## config.mk

```make
export PLATFORM = sky130hd
export DESIGN_NAME = dcs_core
export DESIGN_NICKNAME = d
export VERILOG_FILES = /design/src/include/dcs_pkg.sv /design/src/core/dcs_core.sv
export VERILOG_INCLUDE_DIRS = /design/src /design/src/include
export SDC_FILE = /design/constraint.sdc
export NUM_CORES = 1
export LEC_CHECK = 0
export ABC_CLOCK_PERIOD_IN_PS = 5400
export BUFFER_PORTS_ARGS = -buffer_cell sky130_fd_sc_hd__buf_2
export CORE_ASPECT_RATIO = 1.4
export CORE_UTILIZATION = 50
export CTS_CLUSTER_DIAMETER = 150
export DETAILED_ROUTE_END_ITERATION = 8
export PLACE_DENSITY = 0.73
export SLEW_MARGIN = 25
export SYNTH_ARGS = -nofsm -noshare
export SYNTH_HDL_FRONTEND = slang
export SYNTH_SLANG_ARGS = --single-unit
export TNS_END_PERCENT = 100
```

## constraint.sdc

```tcl
create_clock -name clk_in -period 5.4 [get_ports clk_in]
set_input_delay 1.08 -clock clk_in [delete_from_list [all_inputs] [get_ports clk_in]]
set_output_delay 1.08 -clock clk_in [all_outputs]
set_load 0.005 [all_outputs]
```

## src/include/dcs_defs.svh

```systemverilog
// Offsets, field positions, reset values and timing figures for the DAC slew block
`ifndef DCS_DEFS_SVH
`define DCS_DEFS_SVH
`define DCS_ADDR_TARGET0   8'h16
`define DCS_ADDR_TARGET3   8'h19
`define DCS_ADDR_FALLBACK0 8'h1A
`define DCS_ADDR_FALLBACK3 8'h1D
`define DCS_ADDR_APPLIED0  8'h1E
`define DCS_ADDR_APPLIED3  8'h21
`define DCS_ADDR_THRESH    8'h22
`define DCS_CODE_MSB       12
`define DCS_LEVEL_MSB      5
`define DCS_LEVEL_LSB      1
`define DCS_REFSEL_BIT     0
`define DCS_CODE_RESET     13'h0000
`define DCS_THRESH_RESET   6'h00
`define DCS_SLEW_ON        2'h1
`define DCS_STEP0          14'h0040
`define DCS_STEP1          14'h0078
`define DCS_STEP2          14'h01F4
`define DCS_STEP3          14'h071C
`define DCS_CLK_HZ         20000000
`define DCS_RATE0_HZ       4000
`define DCS_RATE1_HZ       64000
`define DCS_RATE2_HZ       150000
`define DCS_RATE3_HZ       240000
`endif

```

## src/include/dcs_pkg.sv

```systemverilog
// Types shared by the DAC slew and threshold block
package dcs_pkg;
  typedef logic [12:0] dcs_code_t;

  typedef struct packed {
    logic [1:0] slew_mode;
    logic [1:0] slew_step;
    logic [1:0] slew_rate;
    logic       fallback_enable;
    logic       current_limit_sel;
  } dcs_chan_cfg_s;

  typedef struct packed {
    logic        wr;
    logic        rd;
    logic [7:0]  addr;
    logic [15:0] wdata;
  } dcs_reg_req_s;

  typedef struct packed {
    logic [3:0][12:0] target;
    logic [3:0][12:0] fallback;
    logic [3:0][12:0] goal;
    logic [3:0][12:0] applied;
    logic [3:0][12:0] div_cnt;
    logic [3:0]       ilim;
    logic [5:0]       thresh;
    logic [15:0]      rdata;
  } dcs_state_s;
endpackage

```

## src/core/dcs_core.sv

```systemverilog
// Four-channel DAC code holding, linear slew, fallback and input threshold
`timescale 1ns/1ps
`include "dcs_defs.svh"

module dcs_core #(
  parameter int RATE0_CYCLES = `DCS_CLK_HZ / `DCS_RATE0_HZ
) (
  input  wire logic                         clk_in,
  input  wire logic                         rst_in,
  input  wire dcs_pkg::dcs_reg_req_s        reg_req_in,
  input  wire dcs_pkg::dcs_chan_cfg_s [3:0] chan_cfg_in,
  input  wire logic                         fallback_key_in,
  input  wire logic                         load_converter_n_in,
  output logic                   [15:0]     rdata_out,
  output logic                   [3:0][12:0] dac_code_out,
  output logic                   [3:0]      current_limit_low_out,
  output logic                   [4:0]      comparator_level_out,
  output logic                              threshold_reference_select_out
);
  import dcs_pkg::*;

  localparam int RATE1_CYCLES = `DCS_CLK_HZ / `DCS_RATE1_HZ;
  localparam int RATE2_CYCLES = `DCS_CLK_HZ / `DCS_RATE2_HZ;
  localparam int RATE3_CYCLES = `DCS_CLK_HZ / `DCS_RATE3_HZ;

  dcs_state_s s_reg;
  dcs_state_s s_next;
  logic [3:0] tick;

  function automatic logic [13:0] step_of(input logic [1:0] sel);
    case (sel)
      2'h0:    step_of = `DCS_STEP0;
      2'h1:    step_of = `DCS_STEP1;
      2'h2:    step_of = `DCS_STEP2;
      default: step_of = `DCS_STEP3;
    endcase
  endfunction

  // Last count of the update divider; a rate is a period rounded down
  function automatic logic [12:0] last_of(input logic [1:0] sel);
    case (sel)
      2'h0:    last_of = 13'(RATE0_CYCLES - 1);
      2'h1:    last_of = 13'(RATE1_CYCLES - 1);
      2'h2:    last_of = 13'(RATE2_CYCLES - 1);
      default: last_of = 13'(RATE3_CYCLES - 1);
    endcase
  endfunction

  function automatic logic [12:0] walk(input logic [12:0] cur,
                                       input logic [12:0] goal,
                                       input logic [13:0] step);
    logic [13:0] diff;
    diff = 14'h0000;
    walk = cur;
    if (cur < goal) begin
      diff = {1'b0, goal} - {1'b0, cur};
      if (diff <= step) begin
        walk = goal;
      end else begin
        walk = 13'({1'b0, cur} + step);
      end
    end else if (cur > goal) begin
      diff = {1'b0, cur} - {1'b0, goal};
      if (diff <= step) begin
        walk = goal;
      end else begin
        walk = 13'({1'b0, cur} - step);
      end
    end
  endfunction

  always_comb begin
    s_next = s_reg;
    tick   = 4'h0;
    s_next.rdata = 16'h0000;

    // Register writes; reserved bits are simply not stored
    if (reg_req_in.wr) begin
      if (reg_req_in.addr >= `DCS_ADDR_TARGET0 &&
          reg_req_in.addr <= `DCS_ADDR_TARGET3) begin
        s_next.target[2'(reg_req_in.addr - `DCS_ADDR_TARGET0)] =
          reg_req_in.wdata[`DCS_CODE_MSB:0];
      end else if (reg_req_in.addr >= `DCS_ADDR_FALLBACK0 &&
                   reg_req_in.addr <= `DCS_ADDR_FALLBACK3) begin
        s_next.fallback[2'(reg_req_in.addr - `DCS_ADDR_FALLBACK0)] =
          reg_req_in.wdata[`DCS_CODE_MSB:0];
      end else if (reg_req_in.addr == `DCS_ADDR_THRESH) begin
        s_next.thresh = reg_req_in.wdata[`DCS_LEVEL_MSB:0];
      end
    end

    // Reads answer one cycle later; unmapped addresses read zero
    if (reg_req_in.rd) begin
      if (reg_req_in.addr >= `DCS_ADDR_TARGET0 &&
          reg_req_in.addr <= `DCS_ADDR_TARGET3) begin
        s_next.rdata = {3'h0,
          s_reg.target[2'(reg_req_in.addr - `DCS_ADDR_TARGET0)]};
      end else if (reg_req_in.addr >= `DCS_ADDR_FALLBACK0 &&
                   reg_req_in.addr <= `DCS_ADDR_FALLBACK3) begin
        s_next.rdata = {3'h0,
          s_reg.fallback[2'(reg_req_in.addr - `DCS_ADDR_FALLBACK0)]};
      end else if (reg_req_in.addr >= `DCS_ADDR_APPLIED0 &&
                   reg_req_in.addr <= `DCS_ADDR_APPLIED3) begin
        s_next.rdata = {3'h0,
          s_reg.applied[2'(reg_req_in.addr - `DCS_ADDR_APPLIED0)]};
      end else if (reg_req_in.addr == `DCS_ADDR_THRESH) begin
        s_next.rdata = {10'h000, s_reg.thresh};
      end
    end

    for (int i = 0; i < 4; i++) begin
      s_next.ilim[i] = chan_cfg_in[i].current_limit_sel;
      // Goal follows the target only while the load strobe is low
      if (!load_converter_n_in) begin
        s_next.goal[i] = s_reg.target[i];
      end
      if (chan_cfg_in[i].slew_mode == `DCS_SLEW_ON) begin
        if (s_reg.div_cnt[i] >= last_of(chan_cfg_in[i].slew_rate)) begin
          tick[i] = 1'b1;
          s_next.div_cnt[i] = 13'h0000;
          s_next.applied[i] = walk(s_reg.applied[i], s_reg.goal[i],
                                   step_of(chan_cfg_in[i].slew_step));
        end else begin
          s_next.div_cnt[i] = s_reg.div_cnt[i] + 13'h0001;
        end
      end else begin
        s_next.div_cnt[i] = 13'h0000;
        s_next.applied[i] = s_next.goal[i];
      end
      // Fallback bypasses slewing so a clear lands at once
      if (fallback_key_in && chan_cfg_in[i].fallback_enable) begin
        s_next.goal[i]    = s_reg.fallback[i];
        s_next.applied[i] = s_reg.fallback[i];
      end
    end
  end

  always_ff @(posedge clk_in) begin
    if (rst_in) begin
      s_reg.target   <= {4{`DCS_CODE_RESET}};
      s_reg.fallback <= {4{`DCS_CODE_RESET}};
      s_reg.goal     <= {4{`DCS_CODE_RESET}};
      s_reg.applied  <= {4{`DCS_CODE_RESET}};
      s_reg.div_cnt  <= {4{13'h0000}};
      s_reg.ilim     <= 4'h0;
      s_reg.thresh   <= `DCS_THRESH_RESET;
      s_reg.rdata    <= 16'h0000;
    end else begin
      s_reg <= s_next;
    end
  end

  assign rdata_out                      = s_reg.rdata;
  assign dac_code_out                   = s_reg.applied;
  assign current_limit_low_out          = s_reg.ilim;
  assign comparator_level_out           =
    s_reg.thresh[`DCS_LEVEL_MSB:`DCS_LEVEL_LSB];
  assign threshold_reference_select_out = s_reg.thresh[`DCS_REFSEL_BIT];

  logic slew0;
  logic key0;
  assign slew0 = chan_cfg_in[0].slew_mode == `DCS_SLEW_ON;
  assign key0  = fallback_key_in && chan_cfg_in[0].fallback_enable;
endmodule // dcs_core

```

# == Yosys cells after proc, flatten, opt, wreduce, memory -nomap -nowiden ==
# Cells that the tools add are included.
# totals
elab_cells,216
regBits,286
romBits,0
out_inout_bits,78
mem_bits_rw,0
latch_bits,0
inputBits,62
mem_count,0
# classes
reduce_logical,30
n_mul,0
n_div,0
shifts,0
order_cmp,31
bitwise_logic,7
add_sub_neg,23
eq_ne,29
muxes,72
# op_table
cell,n
13-bit 2-to-1 mux,48
13-bit case mux with 3 select lines,4
11-bit case mux with 3 select lines,4
14-bit <= comparator,8
14-bit 2-to-1 mux,8
13-bit by 13-bit subtractor with 14-bit output,8
52-bit bitwise mux,2
13-bit binary-select mux with 2-bit select,3
"13-bit by 1-bit adder with 13-bit output, second input constant",4
13-bit adder,4
13-bit demux with 2-bit select,2
13-bit greater-or-equal comparator,4
13-bit > comparator,4
13-bit < comparator,4
13-bit subtractor,4
"2-bit by 1-bit == test with 1-bit output, second input constant",12
"8-bit by 5-bit greater-or-equal comparator with 1-bit output, second input constant",3
"2-bit == test, second input constant",8
"8-bit by 5-bit <= comparator with 1-bit output, second input constant",2
2-bit zero test,8
"4-bit by 1-bit inequality test with 1-bit output, second input constant",4
"3-bit by 1-bit inequality test with 1-bit output, second input constant",4
3-bit OR reduction,4
2-bit AND reduction,5
other kinds (12),31

# == Depth between registers and ports, before layout ==
# Gate-level depths: netlist of the first run.
# logic_depth
ltp_word,13
depth_mapped,23
depth_no_buf,22

# == Worst setup path before layout of the first run ==
# Ideal clock, no wire load.
# synth_path
kind,register to register
startpoint,register s_reg (netlist bit dac_code_out[1])
endpoint,register s_reg (netlist bit dac_code_out[10])
n_path_buf,1
synth_period_minus_slack_ps,4349
stages_incl_launch_ff,20
arrival_ps,4230
path_slack_ps,1051
setup_time_ps,119
required_time_ps,5281
path_cell_list,dfxtp_1 > inv_1 > ha_1 > nor2b_1 > o31a_1 > o21a_1 > o21a_1 > o21a_1 > o21a_1 > o21a_1 > nor2_1 > xnor2_1 > ha_1 > nand4_1 > or4_1 > a211oi_2 > buf_6 > mux2i_1 > o221ai_1 > o221a_2
# synth_between
elab_chain_len,8
word_cells_on_any_way,17
cone_classes,4 x add/sub; 4 x order compare; 1 x eq/ne; 7 x mux; 1 x reduce/logical
# synth_rtl
element,line_no,rtl
from (decl),dcs_core.sv:26,dcs_state_s s_reg;
from (signal assigned),dcs_core.sv:149,s_reg <= s_next;
13-bit by 13-bit subtractor with 14-bit output,dcs_core.sv:63,"diff = {1'b0, cur} - {1'b0, goal};"
14-bit <= comparator,dcs_core.sv:64,if (diff <= step) begin
13-bit 2-to-1 mux,dcs_core.sv:64,
13-bit 2-to-1 mux,dcs_core.sv:62,end else if (cur > goal) begin
13-bit 2-to-1 mux,dcs_core.sv:55,if (cur < goal) begin
13-bit 2-to-1 mux,dcs_core.sv:118,if (s_reg.div_cnt[i] >= last_of(chan_cfg_in[i].slew_rate)) begin
13-bit 2-to-1 mux,dcs_core.sv:117,if (chan_cfg_in[i].slew_mode == `DCS_SLEW_ON) begin
13-bit 2-to-1 mux,dcs_core.sv:131,if (fallback_key_in && chan_cfg_in[i].fallback_enable) begin
# Parallel ways exist; a longest one is shown, timed or not. The select of a mux whose other input is x is not followed.
# A chain may end at the register's enable or synchronous reset.

# == Final worst setup path of the first run ==
# layout_path
startpoint,register s_reg (netlist bit dac_code_out[28])
endpoint,register s_reg (netlist bit dac_code_out[30])
# The elaborated chain is that of the path after synthesis.

==> results.toml, run 1 <==
[run_status]
outcome = "finished with violations"
violations = "DRC"

[finish]
multi_input_area_um2 = 17000
seq_area_um2 = 5670
drive_gt1_share_pct = 11.6
largest_reg_flops = 208
fillCellCount = 4460
syn2layout_area_growth_pct = 7.05
fin_nets = 3375

[synthesis]
yosysTopAreaCell = "dfxtp_1"
yosysWarningCount = 0
synth_cells = 3000
synth.top_cell.area_share_pct = 23.1
yosysUniqueCellTypes = 99
syn_area_per_cell_um2 = 8.17
synth_ff_type = "dfxtp_1"
synth.area.top_cells = "dfxtp_1 (23%), ha_1 (16%), mux2i_1 (6.1%)"
synth-edff-count = 0
async_reset_ff_share_pct = 0
syn-cell-area_um2 = 24500
synth_seq_cells = 283
seq_area_frac_synth_pct = 23.1

[timing]
hold_viol_final = 0
worst_pin_slew_ns = 1.00
holdWs_ns = 0.458
min_period_ns = 5.06
relSlewSlack_pct = 32.9
setup_ws_ns = 0.338
rsz0062_at_grt = "false"
setup_viol = 0
skew_ns = 0.0200
drv_slew = 0
finalCritPeriodShare_pct = 93.7
fin_tns_setup_ns = 0
max_freq_ghz = 0.198

[die]
start_util_pct = 50.9
io_pins = 140
die_width_um = 189
die-height_um = 264
core_area_um2 = 48100
dieArea_um2 = 49900
fp-row-count = 95

[clock_tree]
clk_pin_slew_ns = 0.07
cts-root-buf = "clkbuf_16"
cts_tree = "done"
clk_latency_ns = 0.60
cts_buffers = 30
postCtsSetupBuffers = 0
cts_hold_buf = 0
clock-sinks = 283
htreeDepth = 1
clockBufferDepth = 3

[setup_path]
rr_worst_depth = 20
crit_chain = "inv_1 -> ha_1 -> o21a_1 -> o31a_1 -> o21bai_1 -> nand2_1 -> a21oi_1 -> o21ai_0 -> xor2_1 -> ha_1 -> a21oi_1 -> o21ai_0 -> or3_1 -> a21oi_1 -> o221ai_4 -> nor2_1 -> buf_4 -> nor3_1 -> a311oi_1 -> o32ai_1"
crit_path_frequent_cell = "a21oi_1"
r2r_start = "dac_code_out[28]"
ff2ff_setup_slack_ns = 0.34
worstSetupEndpoint = "dac_code_out[30]"
critPathMaxStageDelay_ns = 0.52
r2r-end = "dac_code_out[30]"
cp-start-kind = "flop"
arrival_ns = 5.49
end_kind = "flop"
setup.worst_path.start = "dac_code_out[28]"
required_ns = 5.83
criticalPathCategory = "reg -> reg"
crit_fanout = 7
crit_slowest_cell = "dfxtp_1"

[grt]
grt-busiest-layer = "met2"
use_met1_pct = 34.0
antenna_found_initial = 6
grt-ovfl-total = 0
use_met2_pct = 52.2
gr-usage-met3_pct = 5.01
grt_max_degree = 121
grt_first_pass_wirelength_um = 120000
grt_pass1_vias = 21900
grt_use_total_pct = 30.3

[drt]
antenna_left = 0
routedWlPerCell_um = 21.1
drcViolationCount = 1
drt-vias-per-instance = 6.14
drt_iter0_drc = 1791
vias = 22400
firstDrtPassIters = 9
routed_wl_um = 76900

[placed_design]
dp_hpwl_um = 60300
gp_congestion = 1.02
portBuffers = 133
dpl_worst_slack_ns = 0.386

[power_and_ir_drop]
p_per_area_nw_per_um2 = 283
ir_drop_mv = 0.252
leakagePower_nw = 11.5

[job]
cap_violations = 0

[min_path]
hold_path.class = "reg -> reg"
holdPathStages = 1
[critical path, delay by kind of cell, from the launching register on]
family,cells,cell delay (ns)
AOI/OAI and AO/OA,11,2.16
xor gates and xnor gates,1,0.15
adders and majority gates,2,0.73
buffers and inverters,2,0.39
DFF,1,0.52
and+or+nand+nor,4,0.96
[cell families (layout without fill, tap and decap cells)]
| family | count (synthesis) | in the layout | share of synthesized area [%] |
|---|---|---|---|
| and+or+nand+nor | 936 | 936 | 17.5 |
| AOI/OAI and AO/OA | 695 | 695 | 19.5 |
| xor gates and xnor gates | 147 | 147 | 5.25 |
| other | 1 | 5 | 0.0153 |
| DFF | 283 | 283 | 23.1 |
| buffers and inverters | 417 | 436 | 7.76 |
| adders and majority gates | 316 | 316 | 16.4 |
| muxes | 205 | 205 | 10.5 |
[final cells by class]
type / instances / area share [%]
multi-input cells: 2302 / 64.7
flip-flops and latches: 283 / 21.6
repair buffers: 191 / 4.22
clock buffers: 40 / 3.23
well taps: 630 / 3.00
inverters: 189 / 2.70
clock inverters: 16 / 0.572
diodes: 2 / 0.0191
[worst min-delay path by stage]
stage / from / endpoint / slack, ns
floorplan: s_reg[26] / s_reg[26] / 0.43
CTS: s_reg[26] / s_reg[26] / 0.46
global route: s_reg[26] / s_reg[26] / 0.49
finish: s_reg[26] / s_reg[26] / 0.46
detailed placement: s_reg[26] / s_reg[26] / 0.45
global placement: s_reg[65] / s_reg[65] / 0.44
[cells in the mapped netlist (9+ instances only)]
cell type  count
o221ai_1      16
nand3_1       58
a221oi_1      11
mux2i_1      150
a211oi_1      64
mux2_2        15
xor2_1        65
o21ai_1       12
nor2_1       356
or2_2         14
or3_1         13
nor2b_1       49
inv_1        189
buf_4         78
nand4_1       23
o221a_2       10
xnor2_1       82
a31oi_1       35
a22oi_1       23
ha_1         308
a21oi_1      194
a211o_1       10
o31a_1         9
buf_2         11
o21bai_1      29
clkbuf_1     115
nor3_1        62
o22ai_1       14
o21a_1        45
o211ai_1      14
and3_1        23
o21ai_0       87
nor4_1        10
nand2b_1      35
a21o_1        37
dfxtp_1      283
mux4_2        39
buf_1         20
nand2_1      236
and2_1        23
[stage by stage]
| step | area [um2] | power [W] | util [%] | instances |
|---|---|---|---|---|
| final | 26200 | 0.00743 | 54.5 | 3653 |
| after floorplan | 24500 | 0.00457 | - | 3002 |
| after global placement | 25200 | 0.00523 | 52.4 | 3595 |
| after CTS | 26200 | 0.00740 | 54.5 | 3651 |
| after global routing | 26200 | 0.00785 | 54.5 | 3652 |
| after detailed placement | 25200 | 0.00530 | 52.4 | 3595 |
[layout by cell type (no fill, tap or decap), types with 14 or more instances in the layout]
cell type	synthesis	final
nor2b_1	49	49
o21ai_0	87	87
o21bai_1	29	29
a22oi_1	23	23
or2_2	14	14
a21oi_1	194	194
nand2_1	236	236
mux2i_1	150	150
nand3_1	58	58
nor3_1	62	62
dfxtp_1	283	283
and2_1	23	23
mux2_2	15	15
clkbuf_16	0	30
nand4_1	23	23
xor2_1	65	65
inv_1	189	189
o22ai_1	14	14
nor2_1	356	356
and3_1	23	23
nand2b_1	35	35
a211oi_1	64	64
buf_4	78	58
mux4_2	39	39
o21a_1	45	45
a31oi_1	35	35
xnor2_1	82	82
o221ai_1	16	16
buf_2	11	132
o211ai_1	14	14
a21o_1	37	37
ha_1	308	308
[metal layers]
metal | wire length [um] | vias to the layer above
met5 | 57 | -
met4 | 6000 | 10
met3 | 5120 | 297
met2 | 36800 | 938
met1 | 28900 | 10600
li1 | - | 10600
[timing repair]
action                                  in CTS  in global routing
endpoints found under the setup margin       0                  2
hold endpoints to repair                     0                  0
resized for setup                            0                  1
[power breakdown]
group	total [W]	internal, W	switching (W)
Sequential	0.00226	0.00214	0.000120
Combinational	0.00306	0.00128	0.00178
Clock	0.00211	0.00117	0.000944
Total	0.00743	0.00459	0.00284
(Power assumes the default switching activity.)
==> inputs of run 2 (changes only) <==
- GPL_TIMING_DRIVEN: not set -> 0
==> results.toml, run 2 (synthesis results as in run 1) <==
[clock_tree]
cts_buffers = 30
clock-sinks = 283
htreeDepth = 1
clk_latency_ns = 0.59
cts-root-buf = "clkbuf_16"
cts_hold_buf = 0
cts_tree = "done"
clockBufferDepth = 3
clk_pin_slew_ns = 0.07

[setup_path]
arrival_ns = 5.76
crit_chain = "inv_1 -> ha_1 -> clkbuf_1 -> o211ai_1 -> nand3_1 -> and2_1 -> a21o_1 -> a21oi_1 -> xnor2_1 -> ha_1 -> nand3_1 -> or4_1 -> o311a_1 -> a221oi_4 -> and3_1 -> buf_4 -> mux2i_2 -> a21boi_0 -> a221oi_1"
critPathMaxStageDelay_ns = 0.79
path_delay_family = "compound AO/OA/AOI/OAI gates"
required_ns = 5.87
end_kind = "flop"
crit_slowest_cell = "dfxtp_1"
crit_fanout = 10
critical_path_buf_inv_count = 3
criticalPathCategory = "reg -> reg"
cp-start-kind = "flop"

[grt]
grt_pass1_vias = 22800
grt_first_pass_wirelength_um = 130000
antenna_found_initial = 6
grt_max_degree = 15
grt-ovfl-total = 0
grt_use_total_pct = 33.5

[power_and_ir_drop]
leakagePower_nw = 11.9
ir_drop_mv = 0.249
p_per_area_nw_per_um2 = 286

[finish]
syn2layout_area_growth_pct = 10.4
largest_reg_flops = 208
fin_nets = 3531
layout_commonest_cell = "nor2_1"
final_cell_area_um2 = 27100
drive_gt1_share_pct = 12.0
final_util_pct = 56.2
most-common-layout-cells = "nor2_1 (355), ha_1 (308), dfxtp_1 (276), nand2_1 (236), a21oi_1 (193)"

[die]
die_width_um = 189
die-height_um = 264
fp-row-count = 95
dieArea_um2 = 49900
io_pins = 140
core_area_um2 = 48100
start_util_pct = 50.9

[timing]
fin_tns_setup_ns = 0
setup_viol = 0
min_period_ns = 5.29
setup_ws_ns = 0.115
hold_viol_final = 0
relSlewSlack_pct = 22.0
max_freq_ghz = 0.189
drv_slew = 0
finalCritPeriodShare_pct = 97.9
skew_ns = 0.0178
worst_pin_slew_ns = 1.17

[drt]
routed_wl_um = 85700
drcViolationCount = 0
vias = 23200
drt-vias-per-instance = 6.09
antenna_left = 0
drt_iter0_drc = 1562
routedWlPerCell_um = 22.5
firstDrtPassIters = 5

[placed_design]
dpl_cell_area_um2 = 25900
portBuffers = 114
gp_congestion = 1.03
dpl_worst_slack_ns = -0.0750
dp_hpwl_um = 68900

[run_status]
outcome = "complete, no violations"

[job]
cap_violations = 0

[min_path]
hold_path.class = "reg -> reg"
==> run 2: cell type report <==
| cell class | instances | area, um2 |
|---|---|---|
| Antenna cell | 3 | 7.51 |
| Buffer | 228 | 1190 |
| Clock buffer | 38 | 832 |
| Clock inverter | 15 | 248 |
| Fill cell | 4461 | 21100 |
| Inverter | 189 | 709 |
| Multi-Input combinational cell | 2302 | 17000 |
| Sequential cell | 283 | 5670 |
| Tap cell | 630 | 788 |
| Timing Repair Buffer | 119 | 608 |
==> run 2: power by group <==
group          leakage, nW  internal, W  switching, W
logic                 9.07      0.00131       0.00184
clock network        0.529      0.00138      0.000913
registers             2.30      0.00214      0.000157
==> run 2: path summary, 6_finish.rpt <==
| path | startpoint | end | slack, ns | cells past startpoint |
|---|---|---|---|---|
| setup reg to reg | dac_code_out[17] | dac_code_out[24] | 0.11 | 19 |
| hold reg to reg | s_reg[26] | s_reg[26] | 0.46 | 1 |
| setup / recovery | dac_code_out[17] | dac_code_out[24] | 0.11 | 19 |
| hold / removal | s_reg[26] | s_reg[26] | 0.46 | 1 |
==> run 2: metal layers <==
metal  GRT usage, %  part of all wire [%]  vias to the layer above
met5              0                 0.060                        -
met2           58.6                    48                     1037
li1               -                     -                    10900
met1           36.0                    37                    10900
met4           25.4                   8.6                        8
met3           5.27                   6.4                      356
==> run 2: worst register-to-register path: cells and delay by family (launching register included) <==
kind	cells	cell delay [ns]
buf+inv	3	0.53
xor+xnor	1	0.11
simple gates	5	1.26
fa+ha+maj	2	0.61
flops	1	0.79
compound gates	7	1.57
mux	1	0.32
==> run 2: timing repair <==
action,CTS,global route
endpoints found under the setup margin,4,27
buffers inserted,0,5
pin swaps,0,1
resized for setup,2,13
==> run 2: per-stage QoR <==
stage,total power [W],hold slack (ns),cells
after floorplan,0.00457,0.426,3002
after global placement,0.00530,0.443,3746
after detailed placement,0.00538,0.452,3746
after CTS,0.00766,0.464,3799
after global routing,0.00813,0.487,3806
final,0.00774,0.462,3807
